--- config.mk ---
export PLATFORM = sky130hd
export DESIGN_NAME = spq_queue
export DESIGN_NICKNAME = d
export VERILOG_FILES = /design/src/hdl/spq_pkg.sv /design/src/hdl/spq_queue.sv
export SDC_FILE = /design/constraint.sdc
export NUM_CORES = 1
export LEC_CHECK = 0
export BUFFER_PORTS_ARGS = -buffer_cell sky130_fd_sc_hd__buf_2
export CORE_ASPECT_RATIO = 1.25
export CORE_MARGIN = 10
export CORE_UTILIZATION = 33
export CTS_CLUSTER_DIAMETER = 40
export DETAILED_ROUTE_END_ITERATION = 12
export REMOVE_ABC_BUFFERS = 1
export SYNTH_ARGS = -nofsm -noshare
export SYNTH_HDL_FRONTEND = slang
export SYNTH_SLANG_ARGS = --single-unit
--- constraint.sdc ---
create_clock -name clk_i -period 7.8 [get_ports clk_i]
set_clock_uncertainty 0.05 [all_clocks]
set_input_delay 0.39 -clock clk_i [delete_from_list [all_inputs] [get_ports clk_i]]
set_output_delay 0.39 -clock clk_i [all_outputs]
set_load 0.02 [all_outputs]
--- src/hdl/spq_pkg.sv ---
// Shared constants of the sequence pipeline queue: register map, fields, codes
`default_nettype none
package spq_pkg;
  // ----------------------------------------------------------------
  // Clock and timing
  // ----------------------------------------------------------------
  localparam int unsigned CLK_KHZ       = 125000;  // 125 MHz clock
  localparam int unsigned TICK_MS       = 1;       // Timeout resolution in ms
  localparam int unsigned CYCLES_PER_MS = TICK_MS * CLK_KHZ;

  // ----------------------------------------------------------------
  // Register byte offsets
  // ----------------------------------------------------------------
  localparam logic [7:0] OFS_MODE     = 8'h00;
  localparam logic [7:0] OFS_CTRL     = 8'h04;
  localparam logic [7:0] OFS_REPS     = 8'h08;
  localparam logic [7:0] OFS_REPS_REM = 8'h0c;
  localparam logic [7:0] OFS_TIMEOUT  = 8'h10;
  localparam logic [7:0] OFS_STATUS   = 8'h14;
  localparam logic [7:0] OFS_SLOTS    = 8'h18;
  localparam logic [7:0] OFS_IDS      = 8'h1c;
  localparam logic [7:0] OFS_STAGE    = 8'h20;
  localparam logic [7:0] OFS_IRQ_STAT = 8'h24;
  localparam logic [7:0] OFS_IRQ_MASK = 8'h28;

  // ----------------------------------------------------------------
  // Field positions
  // ----------------------------------------------------------------
  localparam int unsigned CTRL_EN_BIT     = 0;
  localparam int unsigned CTRL_COMMIT_BIT = 1;
  localparam int unsigned CTRL_RESET_BIT  = 2;
  localparam int unsigned STAT_READY_BIT  = 4;
  localparam int unsigned SLOTS_MAX_POS   = 16;
  localparam int unsigned IDS_RUN_POS     = 16;

  // ----------------------------------------------------------------
  // Modes, status codes, interrupt events, reset values
  // ----------------------------------------------------------------
  localparam logic [1:0] MODE_OFF   = 2'h0;
  localparam logic [1:0] MODE_BATCH = 2'h1;
  localparam logic [1:0] MODE_QUEUE = 2'h2;

  localparam logic [1:0] ST_IDLE = 2'h0;
  localparam logic [1:0] ST_EXEC = 2'h1;
  localparam logic [1:0] ST_WAIT = 2'h2;
  localparam logic [1:0] ST_DONE = 2'h3;

  localparam int unsigned IRQ_W          = 4;
  localparam int unsigned IRQ_SEQ_DONE   = 0;
  localparam int unsigned IRQ_TIMEOUT    = 1;
  localparam int unsigned IRQ_BATCH_DONE = 2;
  localparam int unsigned IRQ_STARVED    = 3;

  localparam int unsigned REPS_W   = 22;
  localparam logic [21:0] REPS_MIN = 22'h000001;
  localparam logic [21:0] REPS_MAX = 22'h3d0900;  // 4e6
  localparam int unsigned TMO_W    = 32;
  localparam logic [31:0] TMO_RST  = 32'h00000000;
endpackage
`default_nettype wire

--- src/hdl/spq_queue.sv ---
// Sequence pipeline queue with Wishbone register file and sequencer hand-off
`timescale 1ns/100ps
`default_nettype none
module spq_queue
  import spq_pkg::*;
#(
  parameter int unsigned DEPTH     = 16,
  parameter int unsigned ID_W      = 16,
  parameter int unsigned MS_CYCLES = CYCLES_PER_MS
) (
  input  wire logic        clk_i,
  input  wire logic        rst_i,
  input  wire logic        wb_cyc_i,
  input  wire logic        wb_stb_i,
  input  wire logic        wb_we_i,
  input  wire logic [7:0]  wb_adr_i,
  input  wire logic [3:0]  wb_sel_i,
  input  wire logic [31:0] wb_dat_i,
  output logic      [31:0] wb_dat_o,
  output logic             wb_ack_o,
  output logic             irq_o,
  input  wire logic        seq_done_i,
  output logic             seq_start_o,
  output logic      [31:0] seq_word_o,
  output logic [ID_W-1:0]  seq_id_o,
  output logic             seq_abort_o,
  output logic             seq_reset_o
);
  // ----------------------------------------------------------------
  // Elaboration checks
  // ----------------------------------------------------------------
  localparam int unsigned PW = (DEPTH > 1) ? $clog2(DEPTH) : 1;
  localparam int unsigned CW = PW + 1;
  localparam int unsigned MW = (MS_CYCLES > 1) ? $clog2(MS_CYCLES) : 1;
  localparam logic [CW-1:0] DEPTH_C = CW'(DEPTH);
  initial begin
    if (DEPTH < 2 || DEPTH > 128 || (DEPTH & (DEPTH - 1)) != 0)
      $error("DEPTH must be a power of two from 2 to 128");
    if (ID_W < 1 || ID_W > 16)
      $error("ID_W must be 1 to 16");
    if (MS_CYCLES < 1)
      $error("MS_CYCLES must be at least 1");
  end
  // ----------------------------------------------------------------
  // Helpers
  // ----------------------------------------------------------------
  // Byte-lane merge of a write into a stored word
  function automatic logic [31:0] lane_merge(input logic [31:0] old_v,
                                             input logic [31:0] new_v,
                                             input logic [3:0]  sel);
    logic [31:0] r;
    r = old_v;
    for (int i = 0; i < 4; i++) begin
      if (sel[i]) begin
        r[8*i +: 8] = new_v[8*i +: 8];
      end
    end
    return r;
  endfunction
  // Out-of-range counts are pulled to the nearest legal value
  function automatic logic [REPS_W-1:0] reps_clamp(input logic [31:0] v);
    if (v == 32'h0) begin
      return REPS_MIN;
    end else if (v > {10'h000, REPS_MAX}) begin
      return REPS_MAX;
    end else begin
      return v[REPS_W-1:0];
    end
  endfunction
  typedef enum logic [4:0] {
    SPQ_IDLE   = 5'b00001,
    SPQ_LAUNCH = 5'b00010,
    SPQ_EXEC   = 5'b00100,
    SPQ_WAIT   = 5'b01000,
    SPQ_DONE   = 5'b10000
  } spq_state_t;
  function automatic logic [1:0] status_code(input spq_state_t s);
    case (s)
      SPQ_LAUNCH, SPQ_EXEC: status_code = ST_EXEC;
      SPQ_WAIT:             status_code = ST_WAIT;
      SPQ_DONE:             status_code = ST_DONE;
      default:              status_code = ST_IDLE;
    endcase
  endfunction
  // ----------------------------------------------------------------
  // State declarations
  // ----------------------------------------------------------------
  logic [1:0]        mode_q, mode_d;
  logic              en_q, en_d;
  logic [REPS_W-1:0] reps_q, reps_d;
  logic [TMO_W-1:0]  tmo_q, tmo_d;
  logic [31:0]       stage_q, stage_d;
  logic [IRQ_W-1:0]  istat_q, istat_d;
  logic [IRQ_W-1:0]  imask_q, imask_d;
  logic              ack_q, ack_d;
  logic [31:0]       rdat_q, rdat_d;
  logic              irq_q, irq_d;
  spq_state_t        st_q, st_d;
  logic [PW-1:0]     head_q, head_d;
  logic [PW-1:0]     wptr_q, wptr_d;
  logic [CW-1:0]     cnt_q, cnt_d;
  logic [PW-1:0]     pos_q, pos_d;
  logic [REPS_W-1:0] rem_q, rem_d;
  logic [ID_W-1:0]   id_stage_q, id_stage_d;
  logic [ID_W-1:0]   id_run_q, id_run_d;
  logic [MW-1:0]     div_q, div_d;
  logic [TMO_W-1:0]  ms_q, ms_d;
  logic              start_q, start_d;
  logic              abort_q, abort_d;
  logic              sreset_q, sreset_d;
  logic [31:0]       word_q, word_d;
  logic [31:0]       mem_word [DEPTH];
  logic [ID_W-1:0]   mem_id   [DEPTH];
  logic              mem_we;
  // Decoded commands and shared status
  logic              wr_stb;
  logic              mode_chg;
  logic              cmd_commit;
  logic              cmd_reset;
  logic              ready;
  logic              commit_ok;
  logic [CW-1:0]     free_slots;
  logic [IRQ_W-1:0]  ev;

  // Write is applied on the edge where the master sees ack
  assign wr_stb     = wb_cyc_i & wb_stb_i & wb_we_i & ack_q;
  assign mode_chg   = wr_stb && wb_adr_i == OFS_MODE && wb_sel_i[0] &&
                      wb_dat_i[1:0] != mode_q && wb_dat_i[1:0] != 2'h3;
  assign cmd_commit = wr_stb && wb_adr_i == OFS_CTRL && wb_sel_i[0] &&
                      wb_dat_i[CTRL_COMMIT_BIT];
  assign cmd_reset  = wr_stb && wb_adr_i == OFS_CTRL && wb_sel_i[0] &&
                      wb_dat_i[CTRL_RESET_BIT];
  assign free_slots = DEPTH_C - cnt_q;
  // Batch takes no commits once enabled, since the batch is fixed
  assign ready      = free_slots != '0 && mode_q != MODE_OFF &&
                      (mode_q == MODE_QUEUE || !en_q);
  assign commit_ok  = cmd_commit && ready && !mode_chg && !cmd_reset;
  // ----------------------------------------------------------------
  // Register file and Wishbone slave
  // ----------------------------------------------------------------
  // Next values of software-visible registers and the bus answer
  always_comb begin
    mode_d  = mode_q;
    en_d    = en_q;
    reps_d  = reps_q;
    tmo_d   = tmo_q;
    stage_d = stage_q;
    imask_d = imask_q;
    istat_d = istat_q;
    ack_d   = wb_cyc_i & wb_stb_i & ~ack_q;
    rdat_d  = rdat_q;
    if (wr_stb) begin
      case (wb_adr_i)
        OFS_MODE: begin
          if (wb_sel_i[0] && wb_dat_i[1:0] != 2'h3) begin
            mode_d = wb_dat_i[1:0];
          end
        end
        OFS_CTRL: begin
          if (wb_sel_i[0]) begin
            en_d = wb_dat_i[CTRL_EN_BIT];
          end
        end
        OFS_REPS:     reps_d  = reps_clamp(lane_merge({10'h000, reps_q}, wb_dat_i,
                                                      wb_sel_i));
        OFS_TIMEOUT:  tmo_d   = lane_merge(tmo_q, wb_dat_i, wb_sel_i);
        OFS_STAGE:    stage_d = lane_merge(stage_q, wb_dat_i, wb_sel_i);
        OFS_IRQ_MASK: imask_d = wb_sel_i[0] ? wb_dat_i[IRQ_W-1:0] : imask_q;
        OFS_IRQ_STAT: istat_d = istat_q & ~(wb_dat_i[IRQ_W-1:0] & {IRQ_W{wb_sel_i[0]}});
        default: ;
      endcase
    end
    // Mode change and reset command both drop enable
    if (mode_chg || cmd_reset) begin
      en_d = 1'b0;
    end
    if (mode_d != MODE_BATCH) begin
      reps_d = REPS_MIN;
    end
    // Hardware set wins over a same-cycle clear
    istat_d = istat_d | ev;
    irq_d   = |(istat_d & imask_d);
    if (ack_d) begin
      case (wb_adr_i)
        OFS_MODE:     rdat_d = {30'h0, mode_q};
        OFS_CTRL:     rdat_d = {31'h0, en_q};
        OFS_REPS:     rdat_d = {10'h000, reps_q};
        OFS_REPS_REM: rdat_d = {10'h000, rem_q};
        OFS_TIMEOUT:  rdat_d = tmo_q;
        OFS_STATUS:   rdat_d = {27'h0, ready, 2'h0, status_code(st_q)};
        OFS_SLOTS:    rdat_d = {8'h00, 8'(DEPTH), 8'h00, 8'(free_slots)};
        OFS_IDS:      rdat_d = {16'(id_run_q), 16'(id_stage_q)};
        OFS_STAGE:    rdat_d = stage_q;
        OFS_IRQ_STAT: rdat_d = {28'h0, istat_q};
        OFS_IRQ_MASK: rdat_d = {28'h0, imask_q};
        default:      rdat_d = 32'h0;
      endcase
    end
  end
  // Register file flops; grouped, since most of them reset to zero
  always_ff @(posedge clk_i) begin
    if (rst_i) begin
      mode_q <= MODE_OFF;
      reps_q <= REPS_MIN;
      tmo_q  <= TMO_RST;
      {en_q, stage_q, imask_q, istat_q, ack_q, rdat_q, irq_q} <= '0;
    end else begin
      {mode_q, en_q, reps_q, tmo_q, stage_q} <= {mode_d, en_d, reps_d, tmo_d, stage_d};
      {imask_q, istat_q, ack_q, rdat_q, irq_q} <= {imask_d, istat_d, ack_d, rdat_d, irq_d};
    end
  end
  // ----------------------------------------------------------------
  // Queue control and sequencer hand-off
  // ----------------------------------------------------------------
  // Next state of the slot pointers, run control and timeout timer
  always_comb begin
    logic [PW-1:0] idx;
    logic          pop;
    logic          fin;
    logic          tmo_hit;
    logic [CW-1:0] cnt_after;
    idx        = '0;
    pop        = 1'b0;
    fin        = 1'b0;
    tmo_hit    = 1'b0;
    cnt_after  = '0;
    st_d       = st_q;
    head_d     = head_q;
    wptr_d     = wptr_q;
    cnt_d      = cnt_q;
    pos_d      = pos_q;
    rem_d      = rem_q;
    id_stage_d = id_stage_q;
    id_run_d   = id_run_q;
    div_d      = div_q;
    ms_d       = ms_q;
    start_d    = 1'b0;
    abort_d    = 1'b0;
    sreset_d   = 1'b0;
    word_d     = word_q;
    mem_we     = 1'b0;
    ev         = '0;
    idx        = (mode_q == MODE_BATCH) ? PW'(head_q + pos_q) : head_q;
    if (mode_chg || cmd_reset) begin
      // Drop every slot; a running sequence is stopped as well
      sreset_d = mode_chg;
      abort_d  = cmd_reset && st_q == SPQ_EXEC;
      st_d     = SPQ_IDLE;
      head_d   = '0;
      wptr_d   = '0;
      cnt_d    = '0;
      pos_d    = '0;
    end else begin
      if (commit_ok) begin
        mem_we     = 1'b1;
        wptr_d     = PW'(wptr_q + 1'b1);
        id_stage_d = ID_W'(id_stage_q + 1'b1);
      end
      // Millisecond timer runs only while a sequence executes
      if (st_q == SPQ_EXEC) begin
        if (div_q == MW'(MS_CYCLES - 1)) begin
          div_d = '0;
          ms_d  = TMO_W'(ms_q + 1'b1);
        end else begin
          div_d = MW'(div_q + 1'b1);
        end
      end
      tmo_hit = tmo_q != '0 && ms_q >= tmo_q;
      case (st_q)
        SPQ_IDLE: begin
          if (en_q && mode_q != MODE_OFF) begin
            pos_d = '0;
            rem_d = reps_q;
            if (cnt_q != '0) begin
              st_d = SPQ_LAUNCH;
            end else if (mode_q == MODE_QUEUE) begin
              st_d = SPQ_WAIT;
            end else begin
              st_d = SPQ_DONE;
            end
          end
        end
        SPQ_LAUNCH: begin
          start_d  = 1'b1;
          word_d   = mem_word[idx];
          id_run_d = mem_id[idx];
          div_d    = '0;
          ms_d     = '0;
          st_d     = SPQ_EXEC;
        end
        SPQ_EXEC: begin
          if (seq_done_i || tmo_hit) begin
            fin = 1'b1;
            abort_d = tmo_hit && !seq_done_i;
            ev[IRQ_TIMEOUT]  = tmo_hit && !seq_done_i;
            ev[IRQ_SEQ_DONE] = 1'b1;
          end
        end
        SPQ_WAIT: begin
          if (!en_q) begin
            st_d = SPQ_IDLE;
          end else if (cnt_q != '0) begin
            st_d = SPQ_LAUNCH;
          end
        end
        SPQ_DONE: begin
          if (!en_q) begin
            st_d = SPQ_IDLE;
          end
        end
        default: st_d = SPQ_IDLE;
      endcase
      // End of one sequence: free the slot or step through the batch
      if (fin) begin
        if (mode_q == MODE_QUEUE) begin
          pop    = 1'b1;
          head_d = PW'(head_q + 1'b1);
        end
        cnt_after = CW'(cnt_q + CW'(commit_ok) - CW'(pop));
        if (!en_q) begin
          st_d = SPQ_IDLE;
        end else if (mode_q == MODE_QUEUE) begin
          st_d = (cnt_after != '0) ? SPQ_LAUNCH : SPQ_WAIT;
          ev[IRQ_STARVED] = cnt_after == '0;
        end else if (CW'(pos_q) + 1'b1 < cnt_q) begin
          pos_d = PW'(pos_q + 1'b1);
          st_d  = SPQ_LAUNCH;
        end else if (rem_q > REPS_MIN) begin
          rem_d = REPS_W'(rem_q - 1'b1);
          pos_d = '0;
          st_d  = SPQ_LAUNCH;
        end else begin
          rem_d = '0;
          st_d  = SPQ_DONE;
          ev[IRQ_BATCH_DONE] = 1'b1;
        end
      end
      cnt_d = CW'(cnt_q + CW'(commit_ok) - CW'(pop));
    end
    if (mode_q != MODE_BATCH) begin
      rem_d = REPS_MIN;
    end
  end
  // Queue control flops
  always_ff @(posedge clk_i) begin
    if (rst_i) begin
      st_q  <= SPQ_IDLE;
      rem_q <= REPS_MIN;
      {head_q, wptr_q, cnt_q, pos_q, id_stage_q, id_run_q} <= '0;
      {div_q, ms_q, start_q, abort_q, sreset_q, word_q} <= '0;
    end else begin
      st_q <= st_d;
      {head_q, wptr_q, cnt_q, pos_q, rem_q} <= {head_d, wptr_d, cnt_d, pos_d, rem_d};
      {id_stage_q, id_run_q, div_q, ms_q} <= {id_stage_d, id_run_d, div_d, ms_d};
      {start_q, abort_q, sreset_q, word_q} <= {start_d, abort_d, sreset_d, word_d};
    end
  end
  // Slot storage; no reset needed, occupancy is tracked by the count
  always_ff @(posedge clk_i) begin
    if (mem_we) begin
      mem_word[wptr_q] <= stage_q;
      mem_id[wptr_q]   <= id_stage_q;
    end
  end
  // ----------------------------------------------------------------
  // Outputs
  // ----------------------------------------------------------------
  assign wb_ack_o    = ack_q;
  assign wb_dat_o    = rdat_q;
  assign irq_o       = irq_q;
  assign seq_start_o = start_q;
  assign seq_word_o  = word_q;
  assign seq_id_o    = id_run_q;
  assign seq_abort_o = abort_q;
  assign seq_reset_o = sreset_q;
endmodule
`default_nettype wire

==> impl_metrics.tcl <==
set metrics [dict create \
    ir_worst_vdd_uv 217.4 \
    netlist.area_leader.share_pct 51.77 \
    drv_slew 0 \
    gp_congestion 0.9044 \
    cts_tree "built" \
    p_per_area_mw_per_mm2 241.9 \
    fin_crit_sh_pct 61.06 \
    dr.pass1.iters 5 \
    clock_sinks 1059 \
    area_growth_pct 17.30 \
    drc 0 \
    synth-seq-cells 1059 \
    cts_root_buf "clkbuf_16" \
    start_util_pct 33.25 \
    status "complete, no violations" \
    rows 150 \
    syn_avg_cell_area_sq_um 11.75 \
    fmax_mhz 210.0 \
    dr_total_vias 31780 \
    synth-main-ff-cell "edfxtp_1" \
    synthesis.area_sq_mm 0.04455 \
    fin_util_pct 39.00 \
    core_area_sq_mm 0.1340 \
    placed_cell_area_sq_mm 0.04710 \
    finalSetupTns_ns 0 \
    clkTransAtPathRegs_ns 0.06 \
    cts_buffer_depth 3 \
    die_width_um 348.6 \
    grt_usage_pct 17.33 \
    p_leak_nw 19.23 \
    final_cell_area_sq_mm 0.05226 \
    avgRoutedWirePerCell_um 23.11 \
    detail-route-antenna-nets 0 \
    crit_type "reg -> reg" \
    drive_above_1_share_pct 12.13 \
    yosys.area.top_type "edfxtp_1" \
    hpwl_um 83280 \
    grt_max_degree 185 \
    cts_made_buffers 135 \
    synth.distinct_cells 84 \
    synthTopCellsByArea "edfxtp_1 (52%), dfxtp_1 (13%), nand2_1 (5.0%)" \
    yosysMostFrequentCell "edfxtp_1" \
    maxSlewHeadroom_pct 13.20 \
    insertion_delay_ns 0.76 \
    synthCells 3791 \
    drt-initial-drc-count 3168 \
    rsz0062_at_grt "no" \
    critPathLaunchType "flop" \
    ios 135 \
    grt_pass1_wl_um 199100 \
    grt-ovfl-total 0 \
    min_period_ns 4.763 \
    antenna_found_initial 20 \
    grt_pass1_vias 30640 \
    yosysWarnings 0 \
    portBuffers 134 \
    htree_levels 4 \
    dp.cells 5477 \
    routed_via_density 5.507 \
    dieArea_sq_mm 0.1502 \
    synth_commonest_cells "edfxtp_1 (768), nand2_1 (597), dfxtp_1 (291)" \
    post_cts_resized 0 \
    hold_class "in -> reg" \
    cp.arrival_ns 5.14 \
    ys_async_sr_fraction_pct 0 \
    nets 4010 \
    finalHoldViolations 0 \
    die_y_um 430.8 \
    yosysSeqAreaShare_pct 64.84 \
    setup_violations 0 \
    cp_max_fo 30 \
    fin_cells 5770 \
    cap_viol_max_count 0 \
    total_power_w 0.01264 \
    worstPathRequired_ns 8.18 \
    crit_path_end_kind "flop" \
    routed_wirelength_um 133300 \
    synth_edf_count 768 \
    worst_pin_slew_ns 1.299 \
]
-- power breakdown --
group / leakage [nW] / internal, W / total [W] / switching (W)
combinational: 5.89 / 0.0000471 / 0.000148 / 0.000101
sequential: 11.0 / 0.00596 / 0.00597 / 0.00000654
clock: 2.31 / 0.00396 / 0.00653 / 0.00256
total: 19.2 / 0.00997 / 0.0126 / 0.00267
-- final timing paths --
check / start / end / slack, ns / depth (start not counted)
worst min-delay path: wb_sel_i[2] / tmo_q[22]$_SDFFE_PP0P_ / 0.09 / 3
worst max register to register: cnt_q[1]$_SDFF_PP0_ / mem_word[8][1]$_DFFE_PP_ / 3.04 / 11
worst min register to register: seq_word_o[21]$_SDFFE_PP0P_ / seq_word_o[21]$_SDFFE_PP0P_ / 0.41 / 2
worst max-delay path: cnt_q[1]$_SDFF_PP0_ / mem_word[8][1]$_DFFE_PP_ / 3.04 / 11
-- per-stage QoR --
stage	worst slack, ns	hold slack, ns
6_report	3.037	0.08503
5_1_grt	2.908	0.09006
4_1_cts	3.025	0.02997
3_5_place_dp	2.872	0.4034
3_3_place_gp	2.965	0.3971
2_1_floorplan	-14.97	0.3938
-- sequential cells by signal (all words and copies together), names as in the netlist, 5 cells and up --
signal      cells
st_q            5
stage_q        32
rem_q          22
wb_dat_o       32
mem_word      512
div_q          17
seq_id_o       16
reps_q         22
mem_id        256
cnt_q           5
ms_q           32
tmo_q          32
id_stage_q     16
seq_word_o     32
-- critical path, cell delays in order (launching register included) --
cell	delay, ns
dfxtp_1	0.41
inv_1	0.09
ha_1	0.22
and3_1	0.19
ha_1	0.29
nand2_1	0.07
o32a_1	0.26
nand3_1	0.10
nor2_1	0.75
nand2_1	0.44
nor2_4	1.09
buf_4	0.46
-- cells by family (layout without fill, tap and decap cells) --
logic type / after synthesis / after routing / share of synthesized area, %
other cells: 0 / 6 / 0
simple gates: 1369 / 1369 / 14.55
flops: 1059 / 1059 / 64.84
fa+ha+maj: 58 / 58 / 1.646
compound gates: 871 / 871 / 13.65
buf+inv: 310 / 535 / 2.733
mux: 45 / 45 / 1.022
xor+xnor: 79 / 79 / 1.553
-- placed cells by master, fill, tap and decap left out, types with 31 or more instances in the layout --
cell,Yosys,routed
clkbuf_16,0,137
dfxtp_1,291,291
ha_1,57,57
dlygate4sd3_1,0,36
edfxtp_1,768,768
buf_2,16,133
nand4_1,40,40
xor2_1,47,46
o21ai_0,159,158
a22oi_1,39,39
a211oi_1,201,201
mux2i_1,41,40
nand3_1,115,115
a311oi_1,190,190
nor3_1,40,34
xnor2_1,32,31
nor2_1,222,205
buf_4,1,50
inv_1,59,59
a21oi_1,164,164
nand2_1,597,597
and2_1,198,197
-- cell type report --
cell class                      instances  area, sq um
Antenna cell                            6        15.01
Clock buffer                          166         3677
Clock inverter                         85         1109
Fill cell                           12790        81740
Inverter                               60        225.2
Multi-Input combinational cell       2422        14670
Sequential cell                      1059        28890
Tap cell                             1748         2187
Timing Repair Buffer                  224         1493
-- layer usage --
layer  routed length, um  vias to the layer above  global-route usage [%]
li1                    -                    14480                       -
met1               57130                    15900                   22.90
met2               63110                     1145                   28.32
met3                9051                      235                   3.319
met4                3989                       12                   5.776
met5                  64                        -                       0
-- what timing repair did --
item | in CTS | in global routing
setup buffers | 0 | 0
hold buffers | 36 | 0
endpoints found under the hold margin | 93 | 0
Power figures use the tool's default switching activity.
